$ cat src/shared/fmoc_pkg.sv
// Constants and types for the fan mode and overtemperature pin configuration block
// What this block does
// - Fan config bit 0: first fan level mode
// - Fan config bit 1: second fan level mode
// - Bits 3:2 divide first fan count by 1/2/4/8
// - Bits 5:4 divide second fan count by 1/2/4/8
// - Bit 2 sets level-mode alarm polarity
// - Bit 6 with bit 7 low: overtemperature pin
// - Bits 7:6 both zero disable shared pin
// - Bit 7 set: shared pin in reset mode
// - Status bit mirrors pin in overtemperature mode
// - Bit 1 sets polarity; pin is open-drain
// - Bit 2 picks one-time or comparator behaviour
// - Bit 3 picks 8-bit or 11-bit conversions
// - Conversions take 100 ms or 2 s
// - 11-bit mode: bits 7:4 hold fine nibble
// - 8-bit mode: bit 7 is 0.5 degree
// - Fan config resets to 0101 plus strap pins
// - Overtemperature config resets to 0x01
// - Fan reading counts clocks per revolution, scaled
`default_nettype none
package fmoc_pkg;
  // ---------------------------------------------------------------
  // Register map
  // ---------------------------------------------------------------
  localparam logic [7:0] REG_FAN_CFG    = 8'h05;
  localparam logic [7:0] REG_OT_CFG     = 8'h06;
  localparam logic [3:0] FAN_CFG_HI_RST = 4'h5;
  localparam logic [7:0] FAN_CFG_RST    = {FAN_CFG_HI_RST, 4'h0};
  localparam logic [7:0] OT_CFG_RST     = 8'h01;
  localparam logic [7:0] UNMAPPED_READ  = 8'h00;
  // Fan config fields
  localparam int FC_FIRST_MODE   = 0;
  localparam int FC_SECOND_MODE  = 1;
  localparam int FC_LEVEL_POL    = 2;
  localparam int FC_FIRST_DIV    = 2;
  localparam int FC_SECOND_DIV   = 4;
  localparam int FC_OT_EN        = 6;
  localparam int FC_RESET_EN     = 7;
  // Overtemperature config fields
  localparam int OC_STATUS       = 0;
  localparam int OC_POL          = 1;
  localparam int OC_MODE         = 2;
  localparam int OC_RES          = 3;
  localparam int OC_NIB          = 4;
  localparam int HALF_DEG_BIT    = 3;
  // ---------------------------------------------------------------
  // Timing
  // ---------------------------------------------------------------
  localparam int unsigned CLK_HZ      = 20_000_000;
  localparam int unsigned CONV8_MS    = 100;
  localparam int unsigned CONV11_S    = 2;
  localparam int unsigned CONV8_CYC   = CONV8_MS * (CLK_HZ / 1000);
  localparam int unsigned CONV11_CYC  = CONV11_S * CLK_HZ;
  localparam int          CONV_CNT_W  = 26;
  localparam int unsigned FAN_TICK_HZ = 20_000;
  localparam int unsigned FAN_TICK_CYC = CLK_HZ / FAN_TICK_HZ;
  localparam int          FAN_TICK_W  = 10;
  localparam logic [1:0]  STRAP_LOAD  = 2'h2;
  localparam logic [3:0]  BYTE_BITS   = 4'h8;
  // Arbitrary serial slave address
  localparam logic [6:0]  DEF_SLAVE_ADDR = 7'h2C;
  // ---------------------------------------------------------------
  // Serial slave states
  // ---------------------------------------------------------------
  typedef enum logic [6:0] {
    ST_IDLE     = 7'h01,
    ST_ADDR     = 7'h02,
    ST_ADDR_ACK = 7'h04,
    ST_WR       = 7'h08,
    ST_WR_ACK   = 7'h10,
    ST_RD       = 7'h20,
    ST_RD_ACK   = 7'h40
  } fmoc_bus_state_t;
endpackage
`default_nettype wire

$ cat src/hdl/fmoc_top.sv
// Fan mode and overtemperature pin configuration registers with serial slave
`default_nettype none
module fmoc_top #(
  parameter int unsigned CONV8_CYCLES  = fmoc_pkg::CONV8_CYC,
  parameter int unsigned CONV11_CYCLES = fmoc_pkg::CONV11_CYC,
  parameter logic [6:0]  SLAVE_ADDR    = fmoc_pkg::DEF_SLAVE_ADDR
) (
  input  wire logic        MCLK,
  input  wire logic        ARST_N,
  input  wire logic        SCL,
  input  wire logic        SDA_I,
  output logic             SDA_O,
  output logic             SDA_OE,
  input  wire logic        FIRST_FAN_INPUT,
  input  wire logic        SECOND_FAN_INPUT,
  input  wire logic [3:0]  VOLTAGE_IDENT_INPUTS,
  input  wire logic        SHARED_RESET_OVERTEMP_PIN_I,
  output logic             SHARED_RESET_OVERTEMP_PIN_O,
  output logic             SHARED_RESET_OVERTEMP_PIN_OE,
  input  wire logic        RESET_REQUEST,
  input  wire logic        OVERTEMP_ABOVE_LIMIT,
  input  wire logic        OVERTEMP_BELOW_HYST,
  input  wire logic [11:0] TEMP_SAMPLE,
  output logic [7:0]       TEMP_WHOLE,
  output logic             CONV_DONE,
  output logic [7:0]       FIRST_FAN_COUNT,
  output logic [7:0]       SECOND_FAN_COUNT,
  output logic             FIRST_FAN_ALARM,
  output logic             SECOND_FAN_ALARM
);
  import fmoc_pkg::*;

  // ---------------------------------------------------------------
  // Input synchronisers
  // ---------------------------------------------------------------
  logic [2:0] scl_sh_ff;
  logic [2:0] sda_sh_ff;
  logic [1:0] first_fan_input_sh_ff;
  logic [1:0] second_fan_input_sh_ff;
  logic [1:0] pin_sh_ff;
  logic [3:0] vid_s1_ff;
  logic [3:0] vid_s2_ff;

  always_ff @(posedge MCLK or negedge ARST_N) begin
    if (!ARST_N) begin
      scl_sh_ff  <= 3'h7;
      sda_sh_ff  <= 3'h7;
      first_fan_input_sh_ff <= 2'h0;
      second_fan_input_sh_ff <= 2'h0;
      pin_sh_ff  <= 2'h3;
      vid_s1_ff  <= 4'h0;
      vid_s2_ff  <= 4'h0;
    end else begin
      scl_sh_ff  <= {scl_sh_ff[1:0], SCL};
      sda_sh_ff  <= {sda_sh_ff[1:0], SDA_I};
      first_fan_input_sh_ff <= {first_fan_input_sh_ff[0], FIRST_FAN_INPUT};
      second_fan_input_sh_ff <= {second_fan_input_sh_ff[0], SECOND_FAN_INPUT};
      pin_sh_ff  <= {pin_sh_ff[0], SHARED_RESET_OVERTEMP_PIN_I};
      vid_s1_ff  <= VOLTAGE_IDENT_INPUTS;
      vid_s2_ff  <= vid_s1_ff;
    end
  end

  logic scl_rise;
  logic scl_fall;
  logic sda_lvl;
  logic bus_start;
  logic bus_stop;

  assign scl_rise  = scl_sh_ff[1] && !scl_sh_ff[2];
  assign scl_fall  = !scl_sh_ff[1] && scl_sh_ff[2];
  assign sda_lvl   = sda_sh_ff[1];
  assign bus_start = scl_sh_ff[1] && scl_sh_ff[2] && !sda_sh_ff[1] && sda_sh_ff[2];
  assign bus_stop  = scl_sh_ff[1] && scl_sh_ff[2] && sda_sh_ff[1] && !sda_sh_ff[2];

  // ---------------------------------------------------------------
  // Serial slave: pointer byte, then data writes or reads
  // ---------------------------------------------------------------
  fmoc_bus_state_t state_ff;
  logic [3:0]      bit_cnt_ff;
  logic [7:0]      rx_ff;
  logic [7:0]      tx_ff;
  logic [7:0]      ptr_ff;
  logic [7:0]      wdata_ff;
  logic            wstb_ff;
  logic            rstb_ff;
  logic            rw_ff;
  logic            first_ff;
  logic            sda_oe_ff;
  logic [7:0]      rd_data;

  always_ff @(posedge MCLK or negedge ARST_N) begin
    if (!ARST_N) begin
      state_ff   <= ST_IDLE;
      bit_cnt_ff <= 4'h0;
      rx_ff      <= 8'h00;
      tx_ff      <= 8'h00;
      ptr_ff     <= 8'h00;
      wdata_ff   <= 8'h00;
      wstb_ff    <= 1'b0;
      rstb_ff    <= 1'b0;
      rw_ff      <= 1'b0;
      first_ff   <= 1'b0;
      sda_oe_ff  <= 1'b0;
    end else begin
      wstb_ff <= 1'b0;
      rstb_ff <= 1'b0;
      if (bus_start) begin
        state_ff   <= ST_ADDR;
        bit_cnt_ff <= 4'h0;
        sda_oe_ff  <= 1'b0;
      end else if (bus_stop) begin
        state_ff  <= ST_IDLE;
        sda_oe_ff <= 1'b0;
      end else if (scl_rise) begin
        rx_ff      <= {rx_ff[6:0], sda_lvl};
        bit_cnt_ff <= bit_cnt_ff + 4'h1;
        // Master NACK ends a read burst
        if (state_ff == ST_RD_ACK && sda_lvl) begin
          state_ff <= ST_IDLE;
        end
      end else if (scl_fall) begin
        unique case (state_ff)
          ST_IDLE: begin
          end
          ST_ADDR: begin
            if (bit_cnt_ff == BYTE_BITS) begin
              if (rx_ff[7:1] == SLAVE_ADDR) begin
                state_ff  <= ST_ADDR_ACK;
                sda_oe_ff <= 1'b1;
                rw_ff     <= rx_ff[0];
                first_ff  <= 1'b1;
              end else begin
                state_ff <= ST_IDLE;
              end
            end
          end
          ST_ADDR_ACK, ST_RD_ACK: begin
            if (rw_ff) begin
              state_ff   <= ST_RD;
              sda_oe_ff  <= !rd_data[7];
              tx_ff      <= {rd_data[6:0], 1'b0};
              bit_cnt_ff <= 4'h0;
              rstb_ff    <= 1'b1;
            end else begin
              state_ff   <= ST_WR;
              sda_oe_ff  <= 1'b0;
              bit_cnt_ff <= 4'h0;
            end
          end
          ST_WR: begin
            if (bit_cnt_ff == BYTE_BITS) begin
              state_ff  <= ST_WR_ACK;
              sda_oe_ff <= 1'b1;
              first_ff  <= 1'b0;
              if (first_ff) begin
                ptr_ff <= rx_ff;
              end else begin
                wdata_ff <= rx_ff;
                wstb_ff  <= 1'b1;
              end
            end
          end
          ST_WR_ACK: begin
            state_ff   <= ST_WR;
            sda_oe_ff  <= 1'b0;
            bit_cnt_ff <= 4'h0;
          end
          ST_RD: begin
            if (bit_cnt_ff == BYTE_BITS) begin
              state_ff  <= ST_RD_ACK;
              sda_oe_ff <= 1'b0;
            end else begin
              sda_oe_ff <= !tx_ff[7];
              tx_ff     <= {tx_ff[6:0], 1'b0};
            end
          end
        endcase
      end
    end
  end

  // ---------------------------------------------------------------
  // Configuration registers
  // ---------------------------------------------------------------
  logic [7:0] fan_cfg_ff;
  logic [1:0] strap_cnt_ff;
  logic       pol_ff;
  logic       mode_ff;
  logic       res_ff;
  logic [3:0] nib_ff;
  logic       status_ff;
  logic       conv_end;
  logic       wr_fan;
  logic       wr_ot;

  assign wr_fan = wstb_ff && (ptr_ff == REG_FAN_CFG);
  assign wr_ot  = wstb_ff && (ptr_ff == REG_OT_CFG);

  always_ff @(posedge MCLK or negedge ARST_N) begin
    if (!ARST_N) begin
      fan_cfg_ff   <= FAN_CFG_RST;
      strap_cnt_ff <= 2'h0;
    end else begin
      if (strap_cnt_ff != 2'h3) begin
        strap_cnt_ff <= strap_cnt_ff + 2'h1;
      end
      // Straps are caught once, after they have settled through the synchroniser
      if (strap_cnt_ff == STRAP_LOAD) begin
        fan_cfg_ff[3:0] <= vid_s2_ff;
      end else if (wr_fan) begin
        fan_cfg_ff <= wdata_ff;
      end
    end
  end

  always_ff @(posedge MCLK or negedge ARST_N) begin
    if (!ARST_N) begin
      pol_ff  <= OT_CFG_RST[OC_POL];
      mode_ff <= OT_CFG_RST[OC_MODE];
      res_ff  <= OT_CFG_RST[OC_RES];
      nib_ff  <= OT_CFG_RST[7:OC_NIB];
    end else begin
      if (wr_ot) begin
        pol_ff  <= wdata_ff[OC_POL];
        mode_ff <= wdata_ff[OC_MODE];
        res_ff  <= wdata_ff[OC_RES];
        nib_ff  <= wdata_ff[7:OC_NIB];
      end
      // A finishing conversion wins over a host write to the nibble
      if (conv_end) begin
        nib_ff <= res_ff ? TEMP_SAMPLE[3:0] : {TEMP_SAMPLE[HALF_DEG_BIT], 3'h0};
      end
    end
  end

  always_comb begin
    unique case (ptr_ff)
      REG_FAN_CFG: rd_data = fan_cfg_ff;
      REG_OT_CFG:  rd_data = {nib_ff, res_ff, mode_ff, pol_ff, status_ff};
      default:     rd_data = UNMAPPED_READ;
    endcase
  end

  // ---------------------------------------------------------------
  // Conversion timing
  // ---------------------------------------------------------------
  logic [CONV_CNT_W-1:0] conv_cnt_ff;
  logic [CONV_CNT_W-1:0] conv_last;
  logic                  conv_done_ff;
  logic [7:0]            temp_whole_ff;

  assign conv_last = res_ff ? CONV_CNT_W'(CONV11_CYCLES - 1) : CONV_CNT_W'(CONV8_CYCLES - 1);
  assign conv_end  = conv_cnt_ff >= conv_last;

  always_ff @(posedge MCLK or negedge ARST_N) begin
    if (!ARST_N) begin
      conv_cnt_ff   <= '0;
      conv_done_ff  <= 1'b0;
      temp_whole_ff <= 8'h00;
    end else begin
      conv_done_ff <= conv_end;
      if (conv_end) begin
        conv_cnt_ff   <= '0;
        temp_whole_ff <= TEMP_SAMPLE[11:4];
      end else begin
        conv_cnt_ff <= conv_cnt_ff + CONV_CNT_W'(1);
      end
    end
  end

  // ---------------------------------------------------------------
  // Overtemperature event and shared pin drive
  // ---------------------------------------------------------------
  logic ot_active_ff;
  logic armed_ff;
  logic pin_oe_ff;
  logic zero_ff;
  logic reset_mode;
  logic ot_mode;
  logic rd_clear;

  assign reset_mode = fan_cfg_ff[FC_RESET_EN];
  assign ot_mode    = fan_cfg_ff[FC_OT_EN] && !reset_mode;
  assign rd_clear   = rstb_ff && (ptr_ff == REG_OT_CFG);

  always_ff @(posedge MCLK or negedge ARST_N) begin
    if (!ARST_N) begin
      ot_active_ff <= 1'b0;
      armed_ff     <= 1'b1;
    end else if (mode_ff) begin
      // One-time: one event per excursion, re-armed below hysteresis
      if (OVERTEMP_ABOVE_LIMIT && armed_ff) begin
        ot_active_ff <= 1'b1;
        armed_ff     <= 1'b0;
      end else if (rd_clear) begin
        ot_active_ff <= 1'b0;
      end
      if (OVERTEMP_BELOW_HYST) begin
        armed_ff <= 1'b1;
      end
    end else begin
      armed_ff <= 1'b1;
      if (OVERTEMP_ABOVE_LIMIT) begin
        ot_active_ff <= 1'b1;
      end else if (OVERTEMP_BELOW_HYST) begin
        ot_active_ff <= 1'b0;
      end
    end
  end

  always_ff @(posedge MCLK or negedge ARST_N) begin
    if (!ARST_N) begin
      pin_oe_ff <= 1'b0;
      status_ff <= OT_CFG_RST[OC_STATUS];
      zero_ff   <= 1'b0;
    end else begin
      zero_ff <= 1'b0;
      // Open drain: only ever pull low, release lets the line float high
      if (reset_mode) begin
        pin_oe_ff <= RESET_REQUEST;
      end else if (ot_mode) begin
        pin_oe_ff <= ot_active_ff ^ pol_ff;
      end else begin
        pin_oe_ff <= 1'b0;
      end
      status_ff <= ot_mode ? pin_sh_ff[1] : 1'b1;
    end
  end

  assign SDA_O                        = zero_ff;
  assign SDA_OE                       = sda_oe_ff;
  assign SHARED_RESET_OVERTEMP_PIN_O  = zero_ff;
  assign SHARED_RESET_OVERTEMP_PIN_OE = pin_oe_ff;
  assign TEMP_WHOLE                   = temp_whole_ff;
  assign CONV_DONE                    = conv_done_ff;

  // ---------------------------------------------------------------
  // Fan channels
  // ---------------------------------------------------------------
  logic [FAN_TICK_W-1:0] tick_cnt_ff;
  logic                  base_tick;

  assign base_tick = tick_cnt_ff == FAN_TICK_W'(FAN_TICK_CYC - 1);

  always_ff @(posedge MCLK or negedge ARST_N) begin
    if (!ARST_N) begin
      tick_cnt_ff <= '0;
    end else begin
      tick_cnt_ff <= base_tick ? '0 : tick_cnt_ff + FAN_TICK_W'(1);
    end
  end

  fmoc_fan_chan u_first_fan (
    .mclk       (MCLK),
    .arst_n     (ARST_N),
    .fan_lvl    (first_fan_input_sh_ff[1]),
    .level_mode (fan_cfg_ff[FC_FIRST_MODE]),
    .active_low (fan_cfg_ff[FC_LEVEL_POL]),
    .div_code   (fan_cfg_ff[FC_FIRST_DIV+:2]),
    .base_tick  (base_tick),
    .count      (FIRST_FAN_COUNT),
    .alarm      (FIRST_FAN_ALARM)
  );

  fmoc_fan_chan u_second_fan (
    .mclk       (MCLK),
    .arst_n     (ARST_N),
    .fan_lvl    (second_fan_input_sh_ff[1]),
    .level_mode (fan_cfg_ff[FC_SECOND_MODE]),
    .active_low (fan_cfg_ff[FC_LEVEL_POL]),
    .div_code   (fan_cfg_ff[FC_SECOND_DIV+:2]),
    .base_tick  (base_tick),
    .count      (SECOND_FAN_COUNT),
    .alarm      (SECOND_FAN_ALARM)
  );
endmodule // fmoc_top
`default_nettype wire

$ cat src/hdl/fmoc_fan_chan.sv
// One fan input channel: revolution counter or level alarm
`default_nettype none
module fmoc_fan_chan (
  input  wire logic       mclk,
  input  wire logic       arst_n,
  input  wire logic       fan_lvl,
  input  wire logic       level_mode,
  input  wire logic       active_low,
  input  wire logic [1:0] div_code,
  input  wire logic       base_tick,
  output logic [7:0]      count,
  output logic            alarm
);
  import fmoc_pkg::*;

  logic       fan_prev_ff;
  logic [2:0] div_cnt_ff;
  logic [7:0] run_ff;
  logic [7:0] count_ff;
  logic       alarm_ff;
  logic [2:0] div_last;
  logic       cnt_tick;
  logic       fan_rise;

  // 3-bit wrap makes code 3 give 7
  assign div_last = (3'h1 << div_code) - 3'h1;
  assign cnt_tick = base_tick && (div_cnt_ff == div_last);
  assign fan_rise = fan_lvl && !fan_prev_ff;
  assign count    = count_ff;
  assign alarm    = alarm_ff;

  // ---------------------------------------------------------------
  // Counting clock divider
  // ---------------------------------------------------------------
  always_ff @(posedge mclk or negedge arst_n) begin
    if (!arst_n) begin
      div_cnt_ff <= 3'h0;
    end else if (base_tick) begin
      div_cnt_ff <= (div_cnt_ff == div_last) ? 3'h0 : div_cnt_ff + 3'h1;
    end
  end

  // ---------------------------------------------------------------
  // Period measurement
  // ---------------------------------------------------------------
  always_ff @(posedge mclk or negedge arst_n) begin
    if (!arst_n) begin
      fan_prev_ff <= 1'b0;
      run_ff      <= 8'h00;
      count_ff    <= 8'h00;
    end else begin
      fan_prev_ff <= fan_lvl;
      if (level_mode) begin
        run_ff <= 8'h00;
      end else if (fan_rise) begin
        count_ff <= run_ff;
        run_ff   <= 8'h00;
      end else if (cnt_tick) begin
        // Stalled fan: publish full scale rather than a stale count
        if (run_ff == 8'hFF) begin
          count_ff <= 8'hFF;
        end else begin
          run_ff <= run_ff + 8'h01;
        end
      end
    end
  end

  always_ff @(posedge mclk or negedge arst_n) begin
    if (!arst_n) begin
      alarm_ff <= 1'b0;
    end else begin
      alarm_ff <= level_mode && (fan_lvl != active_low);
    end
  end
endmodule // fmoc_fan_chan
`default_nettype wire

$ cat config.mk
export PLATFORM = sky130hd
export DESIGN_NAME = fmoc_top
export DESIGN_NICKNAME = d
export VERILOG_FILES = /design/src/shared/fmoc_pkg.sv /design/src/hdl/fmoc_top.sv /design/src/hdl/fmoc_fan_chan.sv
export SDC_FILE = /design/constraint.sdc
export NUM_CORES = 1
export LEC_CHECK = 0
export BUFFER_PORTS_ARGS = -buffer_cell sky130_fd_sc_hd__buf_2
export CORE_MARGIN = 10
export CORE_UTILIZATION = 55
export CTS_CLUSTER_DIAMETER = 50
export DETAILED_ROUTE_END_ITERATION = 8
export GPL_ROUTABILITY_DRIVEN = 0
export PLACE_DENSITY = 0.81
export SYNTH_ARGS = -nofsm -noshare
export SYNTH_HDL_FRONTEND = slang
export SYNTH_SLANG_ARGS = --single-unit
$ cat constraint.sdc
create_clock -name MCLK -period 2.3 [get_ports MCLK]
set_input_delay 0.575 -clock MCLK [delete_from_list [all_inputs] [get_ports MCLK]]
set_output_delay 0.575 -clock MCLK [all_outputs]
set_load 0.005 [all_outputs]
==> Word-level counts from Yosys, hierarchy flattened <==
Cells that the tools add are included.
{ "totals": {"reg_bits": 176, "latchBits": 0, "mem_bits_rw": 0, "romBits": 0, "inputBits": 26, "n_memories": 0} }
{ "classes": {"addsub": 10, "n_mul": 0, "div_mod_pow": 0, "order_cmp": 1, "eq_ne": 37, "shifts": 2, "n_mux": 80, "n_bitwise": 8, "n_reduce_logical": 62} }
{ "ops": {"columns": ["op", "count"], "rows": [
  ["8-bit 2-to-1 mux", 16],
  ["7-bit 2-to-1 mux", 8],
  ["26-bit 2-to-1 mux", 2],
  ["4-bit 2-to-1 mux", 9],
  ["7-bit case mux with 5 select lines", 1],
  ["1-bit 2-to-1 mux", 34],
  ["8-bit case mux with 2 select lines", 2],
  ["7-bit AND reduction", 4],
  ["26-bit by 1-bit adder with 26-bit output, second input constant", 1],
  ["26-bit >= comparator", 1],
  ["1-bit logical AND", 19],
  ["3-bit nonzero test", 6],
  ["8-bit by 1-bit adder with 8-bit output, second input constant", 2],
  ["8-bit by 3-bit == test with 1-bit output, second input constant", 2],
  ["8-bit == test, second input constant", 2],
  ["2-bit nonzero test", 8],
  ["5-bit inequality test, second input constant", 3],
  ["7-bit by 6-bit == test with 1-bit output, second input constant", 2],
  ["2-bit inequality test, second input constant", 7],
  ["3-bit 2-to-1 mux", 4],
  ["4-bit inequality test, second input constant", 3],
  ["3-bit AND reduction", 4],
  ["6-bit AND reduction", 2],
  ["10-bit by 1-bit adder with 10-bit output, second input constant", 1],
  ["32 further kinds", 57]
]} }

==> Depth between registers and ports, before layout <==
{ "logic_depth": {"ltp_word": 9, "ltp_mapped": 10, "mapped_depth_nobuf": 8} }

==> By module <==
A second synthesis with hierarchy kept.
{ "unflattened": {"hier_cells": 731, "area_unflattened_um2": 8289.2} }
{ "modules_own_cells": {"columns": ["mod", "instances", "cells_each", "area_per_inst_um2"], "rows": [
  ["fmoc_top", 1, 555, 6244.7],
  ["fmoc_fan_chan", 2, 88, 1022.2]
]} }

==> Worst setup path after synthesis <==
Ideal clock, no wire load.
{ "synth_path": {"path_kind": "register to register", "start": "register res_ff", "end": "register temp_whole_ff[0] (netlist: TEMP_WHOLE[0])", "arrival_ps": 2193, "t_required_ps": 2175, "path_slack_ps": -18, "stages_incl_launch_ff": 10, "synth_period_minus_slack_ps": 2318, "cell_sequence": "dfrtp_1 inv_1 ha_1 a21o_1 a211oi_1 nor2_1 a221oi_1 o21ai_0 buf_2 mux2_2"} }
{ "synth_via": {"elab_chain_cells": 2} }
{ "synth_lines": {"columns": ["item", "line", "source"], "rows": [
  ["start: declaration", "fmoc_top.sv:190", "logic res_ff;"],
  ["start signal: assignment", "fmoc_top.sv:221", "res_ff <= OT_CFG_RST[OC_RES];"],
  ["start signal: assignment", "fmoc_top.sv:227", "res_ff <= wdata_ff[OC_RES];"],
  ["26-bit 2-to-1 mux", "fmoc_top.sv:253", "assign conv_last = res_ff ? CONV_CNT_W'(CONV11_CYCLES - 1) : CONV_CNT_W'(CONV8_CYCLES - 1);"],
  ["26-bit >= comparator", "fmoc_top.sv:254", "assign conv_end = conv_cnt_ff >= conv_last;"],
  ["end signal: assignment", "fmoc_top.sv:265", "temp_whole_ff <= TEMP_SAMPLE[11:4];"],
  ["end: declaration", "fmoc_top.sv:251", "logic [7:0] temp_whole_ff;"]
]} }
No other way between the ends.
A chain may end at the register's enable or synchronous reset.

==> Final worst setup path <==
{ "layout_path": {"start": "register res_ff", "end": "register temp_whole_ff[1] (netlist: TEMP_WHOLE[1])"} }
The elaborated chain is that of the path after synthesis.

==> summary.md <==
| Metric | Value |
|---|---|
| Period utilization | `0.964` |
| Die Height | `143 um` |
| Post-layout min period | `2220 ps` |
| Most frequent CP cell | `buf_4` |
| Synth top area share | `0.485` |
| Post-synth EDFFs | `0` |
| Tightest Pin Transition | `557 ps` |
| Setup_tns | `0 ps` |
| Cells after Synth | `764` |
| Final Hold Vio Count | `0` |
| Top cells by count, synth | `dfrtp_1 (162), nor2_1 (80), nand2_1 (61)` |
| Hold buffers post-CTS | `0` |
| Crit path kind | `reg2reg` |
| HP Class | `in2async` |
| Pwr Total | `6.70 mW` |
| Post-DR wirelength/cell | `16.4 um` |
| Gr usage total | `0.174` |
| Num rows | `44` |
| Post-CTS Setup Inserts | `0` |
| Clock skew | `10.6 ps` |
| Via density | `5.78` |
| Largest area contributor in the netlist | `dfrtp_1` |
| Asr flop ratio synth | `1.00` |
| DP Wirelength | `12.1 mm` |
| Clock-pin slew on the worst setup and hold paths | `60 ps` |
| Startpoint types | `flop` |
| Top post-synthesis cells by area | `dfrtp_1 (49%), mux2_2 (7.0%), dfstp_2 (4.1%)` |
| Post-Syn Area | `8350 um^2` |
| Seq cells post-synth | `175` |
| Vias in the first global route | `6,000` |
| CTS tree | `built` |
| Crit path cell chain | `buf_4 -> ha_1 -> a21o_1 -> a211oi_2 -> nor2_1 -> a221oi_2 -> o21ai_4 -> buf_4 -> mux2_2` |
| First-pass DRT Iterations | `5` |
| RSZ-0062 raised after global routing | `yes` |
| Clk buf depth | `2` |
| Crit Path Max Fanout | `10` |
| Status | `completed` |
| P_leak | `4.59 nW` |
| Largest net degree at the start of global routing | `46` |
| Die area | `20,500 um^2` |
| Slew margin rel. | `0.626` |
| N_diodes | `0` |
| Initial Utilization | `0.568` |
| Crit path largest cell delay | `400 ps` |
| Clock sink count | `175` |
| # IOs | `57` |
| Critical Path RT | `2620 ps` |
| Yosys warnings | `0` |
| Die width | `143 um` |
| H-tree depth | `4` |
| Slew Viols, Final | `0` |
| Via count | `6,075` |
| Layout cells sized above 1 | `0.268` |
| CTS resizes | `0` |
| Initial antenna violation count | `0` |
| CTS Buf Count | `17` |
| First-pass GRT wire length | `29.1 mm` |
| Power Density | `686 nW/um^2` |
| Core area | `14,700 um^2` |
| Highest clock rate | `0.451 GHz` |
| Max IR drop VDD | `0.000566 V` |
| Fillers | `1,090` |
| Overflow after GRT | `0` |
| Crit path DAT | `2530 ps` |
| Slowest-stage cell, CP | `dfrtp_2` |
| Root Buffer | `clkbuf_16` |
| Post-Syn Area per Cell | `10.9 um^2` |
| Hold Worst Slack | `73.1 ps` |
| Drt total wl | `17.2 mm` |
| Initial drt markers | `458` |
| Area grow syn2layout | `17.0%` |
| Area of the multi-input gates | `3800 um^2` |
| Top_reg_cell synth | `dfrtp_1` |
| Final setup viols | `0` |
| Max-Cap Viols | `0` |
| Crit path capture type | `flop` |
| Count leader, synth | `dfrtp_1` |
| Post-DRT Antenna Nets | `0` |
| Synth unique cells | `69` |
| Worst skew pair latency | `430 ps` |
| IO Port Bufs | `54` |
| Final net count | `906` |
| Register area share after synthesis | `0.526` |
| DRC | `0` |
| Total area of sequential cells | `4400 um^2` |
## cell usage in the layout, fill, tap and decap left out, drive strengths merged, types with 6 or more instances in the layout
master,instances
dfrtp,162
buf,96
nor2,82
nand2,65
mux2,53
o21ai,37
inv,34
a21oi,31
ha,26
nand3,25
xor2,23
xnor2,23
nor3,18
clkbuf,17
nand4,17
mux2i,13
dfstp,13
nor4,10
and3,9
a22oi,8
o22a,8
or3,6
and2,6
nand3b,6
nor3b,6
## cell families after synthesis
| family | count (synthesis) | synth area share |
|---|---|---|
| other cells | 1 | 0.000449 |
| fa+ha+maj | 26 | 0.0390 |
| xor+xnor | 46 | 0.0482 |
| compound gates | 122 | 0.0965 |
| flops | 175 | 0.526 |
| mux | 66 | 0.0875 |
| simple gates | 272 | 0.174 |
| buf+inv | 56 | 0.0282 |
## per-stage QoR
step,utilization,instance area (um^2),std cells,worst slack (ps)
2_1_floorplan,-,8360,765,56.8
3_3_place_gp,0.620,9110,1019,119
3_5_place_dp,0.620,9110,1019,16.6
4_1_cts,0.660,9700,1051,9.52
5_1_grt,0.665,9770,1051,-29.4
6_report,0.665,9770,1051,83.3
## final timing paths
path / slack [ps] / cells past startpoint / start / endpoint
worst max register to register: 80 / 9 / res_ff$_DFFE_PN0P_ / TEMP_WHOLE[1]$_DFFE_PN0P_
max in group asynchronous: 1570 / 2 / ARST_N / pin_sh_ff[1]$_DFF_PN1_
worst max-delay path: 80 / 9 / res_ff$_DFFE_PN0P_ / TEMP_WHOLE[1]$_DFFE_PN0P_
worst min-delay path: 70 / 1 / ARST_N / u_first_fan.count[4]$_DFFE_PN0P_
worst min register to register: 350 / 0 / vid_s1_ff[2]$_DFF_PN0_ / vid_s2_ff[2]$_DFF_PN0_
min in group MCLK: 240 / 1 / SHARED_RESET_OVERTEMP_PIN_I / pin_sh_ff[0]$_DFF_PN1_
## metal layers
| metal | global-route usage | share of wire | vias up |
|---|---|---|---|
| met5 | 0 | 0 | - |
| met1 | 0.231 | 0.45 | 2993 |
| met2 | 0.274 | 0.49 | 163 |
| met4 | 0.0591 | 0.014 | 0 |
| met3 | 0.0444 | 0.049 | 29 |
| li1 | - | - | 2890 |
## flip-flops by register name, summed over array words and instances, names as in the netlist, 8 cells and up
signal / count
u_second_fan.run_ff: 8
wdata_ff: 8
tick_cnt_ff: 10
ptr_ff: 8
u_first_fan.count: 8
u_first_fan.run_ff: 8
u_second_fan.count: 8
rx_ff: 8
TEMP_WHOLE: 8
conv_cnt_ff: 26
fan_cfg_ff: 8
## layout make-up
cell class | count | share of cell area
Inverter | 30 | 0.0115
Tap cell | 184 | 0.0236
Timing Repair Buffer | 96 | 0.0661
Clock inverter | 15 | 0.0165
Sequential cell | 175 | 0.450
Multi-Input combinational cell | 534 | 0.389
Clock buffer | 17 | 0.0435
## power breakdown
| part | total, mW | leakage [nW] | internal (mW) | switching [mW] |
|---|---|---|---|---|
| registers | 3.39 | 2.24 | 3.23 | 0.153 |
| logic | 0.463 | 2.07 | 0.214 | 0.249 |
| clock network | 2.85 | 0.277 | 1.61 | 1.24 |
## worst max-delay path: cells and delay by family (launching register included)
| family | cells | cell delay [ps] |
|---|---|---|
| AO/OA/AOI/OAI | 4 | 810 |
| multiplexers | 1 | 260 |
| buffers and inverters | 2 | 360 |
| AND/OR/NAND/NOR | 1 | 70 |
| flip-flops | 1 | 400 |
| adder cells (fa/ha/maj) | 1 | 200 |
Note: power is estimated with default switching activity, not from simulation.
